==> config.mk <==
export PLATFORM = sky130hd
export DESIGN_NAME = ptc_timer
export DESIGN_NICKNAME = d
export VERILOG_FILES = /design/src/rtl/ptc_pkg.sv /design/src/rtl/ptc_pin_sync.sv /design/src/rtl/ptc_tick_sel.sv /design/src/rtl/ptc_timer.sv
export SDC_FILE = /design/constraint.sdc
export NUM_CORES = 1
export LEC_CHECK = 0
export BUFFER_PORTS_ARGS = -buffer_cell sky130_fd_sc_hd__buf_2
export CORE_ASPECT_RATIO = 2
export CORE_MARGIN = 5
export CORE_UTILIZATION = 60
export CTS_CLUSTER_DIAMETER = 200
export DETAILED_ROUTE_END_ITERATION = 8
export HOLD_SLACK_MARGIN = 0.06
export PLACE_DENSITY = 0.8
export SLEW_MARGIN = 20
export SYNTH_ARGS = -nofsm -noshare
export SYNTH_HDL_FRONTEND = slang
export SYNTH_HIERARCHICAL = 1
export SYNTH_SLANG_ARGS = --single-unit
export TNS_END_PERCENT = 5
==> constraint.sdc <==
create_clock -name CLK -period 3.4 [get_ports CLK]
set_input_delay 0.51 -clock CLK [delete_from_list [all_inputs] [get_ports CLK]]
set_output_delay 0.51 -clock CLK [all_outputs]
set_load 0.005 [all_outputs]
==> src/rtl/ptc_pkg.sv <==
package ptc_pkg;

  // ==========================================================
  // register map
  localparam int ADDR_W = 4;
  localparam int DATA_W = 8;
  localparam logic [3:0] REG_C0 = 4'h0;
  localparam logic [3:0] REG_C1 = 4'h1;
  localparam logic [3:0] REG_DL = 4'h2;
  localparam logic [3:0] REG_DH = 4'h3;
  localparam logic [3:0] REG_AL = 4'h4;
  localparam logic [3:0] REG_AH = 4'h5;
  localparam logic [3:0] REG_RPL = 4'h6;
  localparam logic [3:0] REG_RPH = 4'h7;
  localparam logic [3:0] REG_STAT = 4'h8;
  localparam logic [7:0] REG_RST = 8'h00;
  localparam logic [7:0] C0_WMASK = 8'hF8;
  localparam logic [7:0] HI_MASK_10 = 8'h03;
  localparam logic [7:0] HI_MASK_16 = 8'hFF;

  // ==========================================================
  // field positions
  localparam int C0_PAU = 7;
  localparam int C0_CK_HI = 6;
  localparam int C0_CK_LO = 4;
  localparam int C0_ON = 3;
  localparam int C1_M_HI = 7;
  localparam int C1_M_LO = 6;
  localparam int C1_IO_HI = 5;
  localparam int C1_IO_LO = 4;
  localparam int C1_OC = 3;
  localparam int C1_POL = 2;
  localparam int C1_CAPTS = 1;
  localparam int C1_CCLR = 0;
  localparam int STAT_AF = 0;
  localparam int STAT_PF = 1;

  // ==========================================================
  // encodings
  localparam logic [1:0] MODE_CMP = 2'h0;
  localparam logic [1:0] MODE_CAP = 2'h1;
  localparam logic [1:0] MODE_PWM = 2'h2;
  localparam logic [1:0] MODE_TC = 2'h3;
  localparam logic [1:0] IO_NONE = 2'h0;
  localparam logic [1:0] IO_LOW = 2'h1;
  localparam logic [1:0] IO_HIGH = 2'h2;
  localparam logic [1:0] IO_TOG = 2'h3;
  localparam logic [1:0] PWM_INACT = 2'h0;
  localparam logic [1:0] PWM_ACT = 2'h1;
  localparam logic [1:0] PWM_RUN = 2'h2;
  localparam logic [1:0] PWM_ONE = 2'h3;
  localparam logic [1:0] CAP_RISE = 2'h0;
  localparam logic [1:0] CAP_FALL = 2'h1;
  localparam logic [1:0] CAP_BOTH = 2'h2;
  localparam logic [2:0] CK_SYS4 = 3'h0;
  localparam logic [2:0] CK_SYS = 3'h1;
  localparam logic [2:0] CK_H16 = 3'h2;
  localparam logic [2:0] CK_H64 = 3'h3;
  localparam logic [2:0] CK_SUB0 = 3'h4;
  localparam logic [2:0] CK_SUB1 = 3'h5;
  localparam logic [2:0] CK_EXTR = 3'h6;
  localparam logic [2:0] CK_EXTF = 3'h7;

  // ==========================================================
  // counter and prescaler
  localparam logic [15:0] CNT_MAX_10 = 16'h03FF;
  localparam logic [15:0] CNT_MAX_16 = 16'hFFFF;
  localparam logic [15:0] CNT_ZERO = 16'h0000;
  localparam logic [15:0] CNT_ONE = 16'h0001;
  localparam logic [1:0] SYS4_LAST = 2'h3;
  localparam logic [3:0] H16_LAST = 4'hF;
  localparam logic [5:0] H64_LAST = 6'h3F;

endpackage

==> src/rtl/ptc_pin_sync.sv <==
`timescale 1ns/1ps
module ptc_pin_sync
  import ptc_pkg::*;
(
  input wire logic clk,
  input wire logic rst,
  input wire logic pin,
  output logic level,
  output logic rise,
  output logic fall
);

  logic s1_q, s2_q, s3_q, lvl_q, rise_q, fall_q;
  logic agree;
  // a change counts once the second and third stages agree
  assign agree = (s2_q == s3_q);

  always_ff @(posedge clk) begin
    if (rst) begin
      s1_q <= 1'b0;
      s2_q <= 1'b0;
      s3_q <= 1'b0;
      lvl_q <= 1'b0;
      rise_q <= 1'b0;
      fall_q <= 1'b0;
    end else begin
      s1_q <= pin;
      s2_q <= s1_q;
      s3_q <= s2_q;
      rise_q <= agree && s3_q && !lvl_q;
      fall_q <= agree && !s3_q && lvl_q;
      if (agree) begin
        lvl_q <= s3_q;
      end
    end
  end

  assign level = lvl_q;
  assign rise = rise_q;
  assign fall = fall_q;

endmodule

==> src/rtl/ptc_tick_sel.sv <==
`timescale 1ns/1ps
module ptc_tick_sel
  import ptc_pkg::*;
(
  input wire logic clk,
  input wire logic rst,
  input wire logic [2:0] sel,
  input wire logic high_tick,
  input wire logic sub_tick,
  input wire logic ext_rise,
  input wire logic ext_fall,
  output logic tick
);

  logic [1:0] sys_q, sys_d;
  logic [5:0] hi_q, hi_d;
  logic sys4_t, h16_t, h64_t;

  assign sys_d = sys_q + 2'h1;
  assign hi_d = high_tick ? hi_q + 6'h01 : hi_q;
  assign sys4_t = (sys_q == SYS4_LAST);
  assign h16_t = high_tick && (hi_q[3:0] == H16_LAST);
  assign h64_t = high_tick && (hi_q == H64_LAST);

  always_ff @(posedge clk) begin
    if (rst) begin
      sys_q <= 2'h0;
      hi_q <= 6'h00;
    end else begin
      sys_q <= sys_d;
      hi_q <= hi_d;
    end
  end

  // source select, one strobe per counter clock
  assign tick = (sel == CK_SYS4) ? sys4_t :
                (sel == CK_SYS) ? 1'b1 :
                (sel == CK_H16) ? h16_t :
                (sel == CK_H64) ? h64_t :
                (sel == CK_SUB0 || sel == CK_SUB1) ? sub_tick :
                (sel == CK_EXTR) ? ext_rise :
                ext_fall;

endmodule

==> src/rtl/ptc_timer.sv <==
// Implementation choices: the register addresses and the address-and-strobe port.
`timescale 1ns/1ps
module ptc_timer
  import ptc_pkg::*;
#(
  parameter bit WIDE = 1'b0
)
(
  input wire logic CLK,
  input wire logic SYS_RST,
  input wire logic [ADDR_W-1:0] ADDR,
  input wire logic [DATA_W-1:0] WDATA,
  input wire logic WR,
  input wire logic RD,
  output logic [DATA_W-1:0] RDATA,
  input wire logic HIGH_TICK,
  input wire logic SUB_TICK,
  input wire logic EXT_CLK_PIN,
  input wire logic CAP_PIN,
  output logic TMR_OUT,
  output logic TMR_OUT_OE,
  output logic A_MATCH,
  output logic P_MATCH
);

  // ==========================================================
  // bus decode
  function automatic logic hit(input logic [ADDR_W-1:0] a, input logic [ADDR_W-1:0] r);
    return a == r;
  endfunction

  localparam logic [15:0] CNT_MAX = WIDE ? CNT_MAX_16 : CNT_MAX_10;
  localparam logic [7:0] HI_MASK = WIDE ? HI_MASK_16 : HI_MASK_10;

  logic wr_c0, wr_c1, wr_al, wr_ah, wr_rpl, wr_rph, wr_stat;
  assign wr_c0 = WR && hit(ADDR, REG_C0);
  assign wr_c1 = WR && hit(ADDR, REG_C1);
  assign wr_al = WR && hit(ADDR, REG_AL);
  assign wr_ah = WR && hit(ADDR, REG_AH);
  assign wr_rpl = WR && hit(ADDR, REG_RPL);
  assign wr_rph = WR && hit(ADDR, REG_RPH);
  assign wr_stat = WR && hit(ADDR, REG_STAT);

  // ==========================================================
  // registers
  logic [7:0] c0_q, c0_d, c1_q, c1_d, rdata_q, rdata_d;
  logic [15:0] comparator_a_value_q, comparator_a_value_d, comparator_p_value_q, comparator_p_value_d, cnt_q, cnt_d;
  logic af_q, af_d, pf_q, pf_d, out_lvl_q, out_lvl_d, pin_q, oe_q;
  logic am_q, pm_q;

  logic pau, on, pol, oc, capts, cclr;
  logic [2:0] ck_sel;
  logic [1:0] mode, io;
  assign pau = c0_q[C0_PAU];
  assign on = c0_q[C0_ON];
  assign ck_sel = c0_q[C0_CK_HI:C0_CK_LO];
  assign mode = c1_q[C1_M_HI:C1_M_LO];
  assign io = c1_q[C1_IO_HI:C1_IO_LO];
  assign oc = c1_q[C1_OC];
  assign pol = c1_q[C1_POL];
  assign capts = c1_q[C1_CAPTS];
  assign cclr = c1_q[C1_CCLR];

  // ==========================================================
  // pins and counter clock
  logic ext_lvl, ext_rise, ext_fall, cap_lvl, cap_rise, cap_fall, tick;

  ptc_pin_sync u_ext_sync (
    .clk(CLK),
    .rst(SYS_RST),
    .pin(EXT_CLK_PIN),
    .level(ext_lvl),
    .rise(ext_rise),
    .fall(ext_fall)
  );

  ptc_pin_sync u_cap_sync (
    .clk(CLK),
    .rst(SYS_RST),
    .pin(CAP_PIN),
    .level(cap_lvl),
    .rise(cap_rise),
    .fall(cap_fall)
  );

  ptc_tick_sel u_tick (
    .clk(CLK),
    .rst(SYS_RST),
    .sel(ck_sel),
    .high_tick(HIGH_TICK),
    .sub_tick(SUB_TICK),
    .ext_rise(ext_rise),
    .ext_fall(ext_fall),
    .tick(tick)
  );

  // ==========================================================
  // compare and clear
  logic on_rise, running, tick_run, p_clears, a_eq, p_eq, p_zero, at_max;
  logic a_hit, p_hit, ovf_hit, clr_now, sp_end;
  logic [15:0] cnt_inc;

  assign on_rise = wr_c0 && WDATA[C0_ON] && !on;
  assign running = on && !pau;
  assign tick_run = tick && running;
  // pwm and capture always clear on P
  assign p_clears = (mode == MODE_PWM) || (mode == MODE_CAP) || !cclr;
  assign a_eq = (cnt_q == comparator_a_value_q);
  assign p_eq = (cnt_q == comparator_p_value_q);
  assign p_zero = (comparator_p_value_q == CNT_ZERO);
  assign at_max = (cnt_q == CNT_MAX);
  assign a_hit = tick_run && a_eq && (mode != MODE_CAP);
  assign p_hit = tick_run && p_clears && !p_zero && p_eq;
  assign ovf_hit = tick_run && p_clears && p_zero && at_max;
  assign clr_now = (!p_clears && a_hit) || p_hit || ovf_hit;
  assign sp_end = a_hit && (mode == MODE_PWM) && (io == PWM_ONE);
  assign cnt_inc = (cnt_q + CNT_ONE) & CNT_MAX;

  assign cnt_d = on_rise ? CNT_ZERO :
                 !tick_run ? cnt_q :
                 clr_now ? CNT_ZERO :
                 cnt_inc;

  // ==========================================================
  // capture
  logic src_rise, src_fall, cap_evt;
  assign src_rise = capts ? ext_rise : cap_rise;
  assign src_fall = capts ? ext_fall : cap_fall;
  assign cap_evt = on && (mode == MODE_CAP) &&
                   (((io == CAP_RISE) && src_rise) ||
                    ((io == CAP_FALL) && src_fall) ||
                    ((io == CAP_BOTH) && (src_rise || src_fall)));

  // ==========================================================
  // register next values
  assign c0_d = wr_c0 ? (WDATA & C0_WMASK) :
                sp_end ? (c0_q & ~(8'h01 << C0_ON)) :
                c0_q;
  assign c1_d = wr_c1 ? WDATA : c1_q;
  assign comparator_a_value_d = cap_evt ? cnt_q :
                  wr_al ? {comparator_a_value_q[15:8], WDATA} :
                  wr_ah ? {WDATA & HI_MASK, comparator_a_value_q[7:0]} :
                  comparator_a_value_q;
  assign comparator_p_value_d = wr_rpl ? {comparator_p_value_q[15:8], WDATA} :
                  wr_rph ? {WDATA & HI_MASK, comparator_p_value_q[7:0]} :
                  comparator_p_value_q;
  // hardware set wins over a write-one clear
  assign af_d = a_hit || cap_evt || (af_q && !(wr_stat && WDATA[STAT_AF]));
  assign pf_d = p_hit || ovf_hit || (pf_q && !(wr_stat && WDATA[STAT_PF]));

  // ==========================================================
  // output level
  logic cmp_lvl, pwm_act, pwm_lvl;
  assign cmp_lvl = (io == IO_LOW) ? 1'b0 :
                   (io == IO_HIGH) ? 1'b1 :
                   (io == IO_TOG) ? !out_lvl_q :
                   out_lvl_q;
  assign pwm_act = (io == PWM_ACT) ||
                   ((io == PWM_RUN) && on && (cnt_q < comparator_a_value_q)) ||
                   ((io == PWM_ONE) && on);
  assign pwm_lvl = pwm_act ? oc : !oc;
  assign out_lvl_d = (mode == MODE_PWM) ? pwm_lvl :
                     (mode != MODE_CMP) ? out_lvl_q :
                     on_rise ? WDATA[C0_ON] & oc | !WDATA[C0_ON] & out_lvl_q :
                     a_hit ? cmp_lvl :
                     out_lvl_q;

  // ==========================================================
  // read mux
  assign rdata_d = hit(ADDR, REG_C0) ? c0_q :
                   hit(ADDR, REG_C1) ? c1_q :
                   hit(ADDR, REG_DL) ? cnt_q[7:0] :
                   hit(ADDR, REG_DH) ? cnt_q[15:8] :
                   hit(ADDR, REG_AL) ? comparator_a_value_q[7:0] :
                   hit(ADDR, REG_AH) ? comparator_a_value_q[15:8] :
                   hit(ADDR, REG_RPL) ? comparator_p_value_q[7:0] :
                   hit(ADDR, REG_RPH) ? comparator_p_value_q[15:8] :
                   hit(ADDR, REG_STAT) ? {6'h00, pf_q, af_q} :
                   REG_RST;

  // ==========================================================
  // state
  always_ff @(posedge CLK) begin
    if (SYS_RST) begin
      c0_q <= REG_RST;
      c1_q <= REG_RST;
      comparator_a_value_q <= CNT_ZERO;
      comparator_p_value_q <= CNT_ZERO;
      cnt_q <= CNT_ZERO;
      af_q <= 1'b0;
      pf_q <= 1'b0;
      am_q <= 1'b0;
      pm_q <= 1'b0;
      rdata_q <= REG_RST;
    end else begin
      c0_q <= c0_d;
      c1_q <= c1_d;
      comparator_a_value_q <= comparator_a_value_d;
      comparator_p_value_q <= comparator_p_value_d;
      cnt_q <= cnt_d;
      af_q <= af_d;
      pf_q <= pf_d;
      am_q <= a_hit;
      pm_q <= p_hit || ovf_hit;
      rdata_q <= RD ? rdata_d : REG_RST;
    end
  end

  always_ff @(posedge CLK) begin
    if (SYS_RST) begin
      out_lvl_q <= 1'b0;
      pin_q <= 1'b0;
      oe_q <= 1'b0;
    end else begin
      out_lvl_q <= out_lvl_d;
      pin_q <= out_lvl_q ^ pol;
      oe_q <= (mode == MODE_CMP) || (mode == MODE_PWM);
    end
  end

  assign RDATA = rdata_q;
  assign TMR_OUT = pin_q;
  assign TMR_OUT_OE = oe_q;
  assign A_MATCH = am_q;
  assign P_MATCH = pm_q;
endmodule

==> results by group, run 1 <==
Global routing
  • Vias in the first global route: 3689
  • Gr ovfl total: 0
  • Initial antenna violation count: 0
  • First-pass GRT wire length: 17.9 mm
  • Gr usage total: 28.3%
  • Pin count of the biggest net entering global routing: 42

Yosys
  • Netlist Area Pre-Place: 4050 µm²
  • Post-Synth Simple-Gate Area: 25.1%
  • Yosys top cell area share: 38.6%
  • Seq cells post-synth: 78
  • Adder-cell share of the synthesized area: 6.18%
  • Mux cell area share after synthesis: 8.01%
  • Largest family of logic cells by synthesized area: simple AND/OR/NAND/NOR gates
  • Mapped Nets: 516
  • EDFF count, synth: 0
  • Cells after Synth: 476
  • Area leader, netlist: dfxtp_1
  • Mapped Avg Cell Area: 8.50 µm²
  • Post-synthesis sequential area ratio: 38.6%
  • Ys flop type: dfxtp_1
  • Synth Area in Compound Gates: 12.7%
  • Xor and xnor area share after synthesis: 5.41%
  • Cells taking the most area after synthesis: dfxtp_1 (39%), ha_1 (6.2%), a21oi_1 (5.7%), nor2_1 (5.6%), mux2i_1 (4.9%)
  • Fraction of registers with async set/reset: 0%
  • Yosys cell types: 52
  • YS warnings: 6

Route
  • DR vias: 3626
  • Post-Route WL: 11.1 mm
  • Post-DR vias/cell: 6.09
  • DRT Pass-1 Iters: 5
  • Residual DRC count: 0
  • Wire per inst: 18.6 µm
  • DRT antenna net count: 0
  • Drt initial violations: 301

Clock network
  • CTS tree: yes
  • CTS Buffer Depth: 2
  • Sink Count: 78
  • H-tree depth: 3
  • Cts hold-fix bufs: 0
  • Post-CTS resize count: 0
  • Setup bufs post-CTS: 0
  • Inserted Clock Buffers: 9
  • Clk pin slew, worst setup/hold paths: 0.06 ns
  • Clock Root Buffer: clkbuf_16
  • Clk_lat worst skew: 0.34 ns

Layout
  • Post-layout util: 69.6%
  • Layout Cells excl Fill: 595
  • Final net count: 542
  • Layout cells sized above 1: 16.0%
  • Ant. Diodes: 0
  • Area Overhead vs Synth: 13.8%

Die
  • Chip height: 126 µm
  • DIE WIDTH: 68.1 µm
  • Core area: 6620 µm²
  • I/O pins: 32
  • Die area: 8590 µm²
  • Initial Util: 61.1%
  • Row Count: 42

Power
  • P_leak: 1.87 nW
  • Power density cells: 469 nW/µm²
  • VDD IR max: 0.524 mV
  • Tot Pwr: 2.16 mW

Worst setup path
  • Crit. End Element: register
  • R2R depth: 9
  • Crit path required time: 3.66 ns
  • Worst setup SP type: register
  • Crit path max-delay cell type: nor4_4
  • Crit path arrival time: 2.70 ns
  • Crit path cell chain: ha_1 > nand4_1 > a21oi_1 > o311a_1 > nand3b_4 > nor4_4 > a21oi_1 > a211o_1 > a221oi_2
  • CP max stage delay: 0.43 ns
  • Crit path max fanout: 6
  • WS Path Type: reg -> reg
  • Top cell by count, worst path: a21oi_1

Run status
  • Status: finished clean

Timing
  • Fin Setup TNS: 0 ns
  • Fmax: 0.409 GHz
  • Setup violations, final: 0
  • Tmin final: 2.44 ns
  • Clock Skew: 0.00356 ns
  • Worst Tran Pin Value: 0.527 ns
  • RSZ-0062 raised after global routing: false
  • Hold Fails Final Rpt: 0
  • Slew headroom: 64.8%
  • Slew Viols, Final: 0
  • Final period util: 71.9%

Placement
  • Placed cells: 579
  • Port bufs: 31
  • Final HPWL DP: 8.05 mm
  • Gpl congestion: 0.944

Min path
  • WHS Path Cells: 2
  • Worst min path class: in -> reg

Run
  • Maxcap violations: 0
==> critical path, delay by kind of cell, from the launching register on <==
family	cells	cell delay, ns
compound gates	5	1.09
flops	1	0.39
fa+ha+maj	1	0.18
simple gates	3	0.71
==> synthesized netlist by cell type (2+ instances only) <==
master and n:
nor3_2 2, mux2i_1 20, and2b_2 4, and3b_1 2
or3_1 2, o21ai_0 11, nand3_1 27, buf_2 6
nor4_1 5, nand2b_1 4, a21oi_1 46, and3_1 2
nor2b_1 9, ha_1 20, and3b_2 2, o31ai_1 4
dfxtp_1 78, mux2_2 11, clkbuf_1 14, nand4_1 10
nor2_1 60, nand3b_1 3, a2bb2oi_1 5, nor3b_1 3
o211ai_1 2, xor2_1 20, nand2_1 52, inv_1 20
a211oi_1 4, a211o_1 2, xnor2_1 5
==> placed cells by master, fill, tap and decap left out, drive strengths merged, types with 2 or more instances in the layout <==
master,instances
a211o,2
dfxtp,78
or3,2
nor4,7
a211oi,4
nor3,3
and2b,4
mux2,11
xor2,20
a2bb2oi,5
a221oi,2
nand2,52
bufinv,2
nor2,61
and3b,4
buf,36
nor2b,9
o21ai,12
ha,20
inv,21
nand3b,4
xnor2,5
and3,2
nand4,11
a21oi,47
nand3,29
mux2i,20
clkbuf,12
nand2b,4
nor3b,3
o211ai,2
o31ai,4
==> cell type report <==
cell class | count | area (µm²)
fillers | 567 | 2010
well taps | 88 | 110
multi-input cells | 357 | 2320
flip-flops and latches | 78 | 1560
repair buffers | 36 | 193
clock inverters | 4 | 76.3
clock buffers | 12 | 267
inverters | 20 | 75.1
==> flip-flops by register name, summed over array words and instances (netlist names), 2 cells and up <==
register / count
RDATA: 8
c0_q: 5
c1_q: 8
cnt_q: 10
comparator_a_value_q: 10
comparator_p_value_q: 10
u_tick/hi_q: 6
u_tick/sys_q: 2
==> kinds of logic (layout without fill, tap and decap cells) <==
| logic type | Yosys count | after routing |
|---|---|---|
| DFF | 78 | 78 |
| muxes | 31 | 31 |
| and+or+nand+nor | 197 | 197 |
| buffers and inverters | 41 | 72 |
| adders and majority gates | 20 | 20 |
| AOI/OAI and AO/OA | 84 | 84 |
| xor gates and xnor gates | 25 | 25 |
==> worst paths after layout <==
kind         slack [ns]       startpoint              end
max                0.96   u_tick/hi_q[0]        out_lvl_q
min                0.39      EXT_CLK_PIN  u_ext_sync/s1_q
max reg2reg        0.96   u_tick/hi_q[0]        out_lvl_q
min reg2reg        0.43  u_tick/sys_q[0]  u_tick/sys_q[0]
==> per-layer routing <==
metal | up-vias | track usage [%] | wire length (µm)
met4 | 0 | 24.4 | 980
li1 | 1705 | - | -
met5 | - | 0 | 0
met3 | 65 | 6.51 | 636
met1 | 1701 | 28.9 | 3880
met2 | 155 | 45.8 | 5590
==> where the power goes <==
part	internal [mW]	switching, mW	leakage [nW]
Combinational	0.0502	0.0920	1.08
Sequential	0.930	0.0124	0.631
Clock	0.705	0.370	0.165
==> through the flow <==
stage          cell area (µm²)  hold WS [ns]  worst slack (ns)
3_5_place_dp              4260         0.429             0.913
6_report                  4610         0.390             0.957
5_1_grt                   4610         0.407             0.787
2_1_floorplan             4050         0.399              1.24
3_3_place_gp              4260         0.410             0.956
4_1_cts                   4610         0.386             0.976
Note: power is estimated with default switching activity, not from simulation.
==> run 2: changes to the inputs <==
Settings changed: CORE_UTILIZATION 60 to 54, PLACE_DENSITY 0.8 to 0.76.
Clock period 3.4 ns to 2.1 ns, I/O delays scaled along.
==> results by group, run 2 (synthesis gave the netlist of run 1 again) <==
Route
  • DRT Pass-1 Iters: 5 (unchanged)
  • DRT antenna net count: 0 (unchanged)
  • Drt initial violations: 451 (+50%)
  • Wire per inst: 18.7 µm (+0.18%)
  • DR vias: 3830 (+5.6%)
  • Post-DR vias/cell: 6.08 (-0.24%)
  • Residual DRC count: 0 (unchanged)
  • Post-Route WL: 11.8 mm (+6.1%)

Power
  • Psw: 0.810 mW (+71%)
  • P_leak: 2.01 nW (+7.4%)
  • Combinational power share: 7.9% (+1.3 points)
  • Cell internal pwr: 2.41 mW (+43%)
  • Switch share: 25.1% (+3.2 points)
  • Sequential share of power: 47.4% (+3.7 points)
  • VDD IR max: 0.558 mV (+6.4%)
  • Power density cells: 669 nW/µm² (+43%)
  • Clock power share: 44.7% (-5.1 points)

Layout
  • Top flop regs: cnt_q x10, comparator_a_value_q x10, comparator_p_value_q x10
  • Area of the multi-input gates: 2360 µm² (+1.6%)
  • Commonest non-fill, non-tap cells in the layout: dfxtp_1 (73), nor2_1 (60), nand2_1 (51)
  • Layout Cells excl Fill: 630 (+5.9%)
  • Most common cell after layout, fill and taps aside: dfxtp_1
  • FF/Latch Area: 1570 µm² (+0.72%)
  • Final net count: 573 (+5.7%)
  • Layout cells sized above 1: 22.1% (+6.1 points)
  • Layout fillers: 621 (+9.5%)
  • Ant. Diodes: 0 (unchanged)
  • Area Overhead vs Synth: 19.0%

Worst setup path
  • R2R depth: 9 (unchanged)
  • Worst setup SP type: register
  • Crit path max fanout: 5 (-1)
  • Worst path bufs/invs: 1 (+1)
  • R2R Path Start: u_tick/hi_q[1]
  • Crit. End Element: register
  • WS Path Type: reg -> reg
  • Crit path cell chain: ha_4 > nand4_1 > a21oi_1 > o311a_1 > nand3b_4 > buf_4 > a211o_1 > nand3_4 > o21ai_2
  • Top Family by Delay on Critical Path: compound AO/OA/AOI/OAI gates
  • CP max stage delay: 0.42 ns (about the same)
  • R2R Setup Slk: -0.03 ns (-0.99 ns)
  • Crit path arrival time: 2.36 ns (-0.34 ns)
  • RR Endpoint: cnt_q[1]
  • Crit path max-delay cell type: a211o_1
  • Crit path required time: 2.33 ns (-1.33 ns)

Global routing
  • Gr usage total: 25.0% (-3.2 points)
  • Pin count of the biggest net entering global routing: 38 (-9.5%)
  • Gr ovfl total: 0 (unchanged)
  • Vias in the first global route: 3825 (+3.7%)
  • Initial antenna violation count: 0 (unchanged)
  • First-pass GRT wire length: 18.3 mm (+2.3%)

Die
  • Core area: 7270 µm² (+9.8%)
  • Initial Util: 55.7% (-5.4 points)
  • DIE WIDTH: 71.2 µm (+4.6%)
  • I/O pins: 32 (unchanged)
  • Row Count: 44 (+4.8%)
  • Die area: 9430 µm² (+9.8%)
  • Chip height: 132 µm (+5.0%)

Clock network
  • Clock Root Buffer: clkbuf_16
  • CTS tree: yes
  • CTS Buffer Depth: 2 (unchanged)
  • Inserted Clock Buffers: 9 (unchanged)
  • Sink Count: 78 (unchanged)
  • H-tree depth: 3 (unchanged)
  • Cts hold-fix bufs: 0 (unchanged)
  • Clk pin slew, worst setup/hold paths: 0.06 ns (about the same)
  • Clk_lat worst skew: 0.34 ns (about the same)

Timing
  • Hold WS: 0.196 ns (-0.194 ns)
  • Worst Tran Pin Value: 0.513 ns (-0.0140 ns)
  • Clock Skew: 0.0105 ns (+0.00697 ns)
  • Fin Setup TNS: -0.143 ns (-0.143 ns)
  • Hold Fails Final Rpt: 0 (unchanged)
  • Tmin final: 2.13 ns (-0.314 ns)
  • Slew Viols, Final: 0 (unchanged)
  • RSZ-0062 raised after global routing: true
  • Final period util: 101% (+30 points)
  • Fmax: 0.470 GHz (+15%)
  • Final worst slack: -0.0291 ns (-0.986 ns)
  • Setup violations, final: 11 (+11)
  • Slew headroom: 65.7% (+0.88 points)

Min path
  • Hold Path Sink: u_cap_sync/s1_q
  • Worst min path class: in -> reg
  • HP Start: CAP_PIN
  • WHS Path Cells: 2 (unchanged)

Placement
  • Pre-CTS WS: -0.0417 ns (-0.955 ns)
  • Port bufs: 31 (unchanged)
  • Gpl congestion: 0.922 (-2.4%)
  • Final HPWL DP: 8.54 mm (+6.1%)
  • Placed cells: 608 (+5.0%)

Run status
  • Status: finished, violations left
  • Failing checks: setup timing

Run
  • Maxcap violations: 0 (unchanged)
==> run 2: cell count changes in the layout (fill, tap and decap cells not counted), moves of 2 or more <==
cell | previous run | this run
dfxtp_2 | 0 | 3
dfxtp_4 | 0 | 2
dfxtp_1 | 78 | 73
o21ai_0 | 11 | 9
clkbuf_8 | 3 | 0
bufinv_16 | 2 | 0
clkinv_2 | 0 | 2
buf_4 | 5 | 35
clkinv_4 | 0 | 2
==> run 2: final cells by class <==
| type | count | area share (%) |
|---|---|---|
| repair buffers | 66 | 8.68 |
| well taps | 92 | 2.39 |
| flip-flops and latches | 78 | 32.6 |
| inverters | 20 | 1.56 |
| clock inverters | 6 | 0.935 |
| clock buffers | 10 | 4.75 |
| multi-input cells | 358 | 49.0 |
==> run 2: metal layers <==
metal / vias up / track usage [%] / share of wire (%)
li1: 1773 / - / -
met1: 1796 / 25.5 / 34
met2: 184 / 42.9 / 52
met3: 77 / 4.33 / 5.6
met4: 0 / 20.8 / 8.7
met5: - / 0 / 0
==> run 2: through the flow <==
step	area (µm²)	power [mW]	utilization, %
final	4820	3.22	66.3
after global routing	4820	3.33	66.3
after detailed placement	4460	1.79	61.3
after floorplan	4050	1.70	-
after CTS	4730	3.22	65.1
after global placement	4460	1.79	61.3
==> run 2: timing repair <==
item                                    4_1_cts  5_1_grt
endpoints found under the hold margin         0        0
pin swaps                                     1        9
endpoints found under the setup margin        1       12
buffers inserted                              0        6
cloned                                        0        1
resized for setup                             3       12
==> run 2: power groups by stage <==
stage                     clock network (mW)  registers [mW]  logic [mW]
after floorplan                            0            1.55       0.146
after global placement                     0            1.56       0.231
after detailed placement                   0            1.56       0.236
after CTS                               1.46            1.53       0.238
after global routing                    1.53            1.53       0.275
final                                   1.44            1.53       0.256
==> run 2: worst max path at each step <==
stage	startpoint	endpoint	cells after the start
CTS	u_tick/hi_q[0]	out_lvl_q	9
detailed placement	c0_q[4]	out_lvl_q	8
global route	u_tick/hi_q[1]	out_lvl_q	9
floorplan	u_tick/hi_q[0]	out_lvl_q	9
finish	u_tick/hi_q[1]	cnt_q[1]	9
global placement	c0_q[4]	out_lvl_q	8
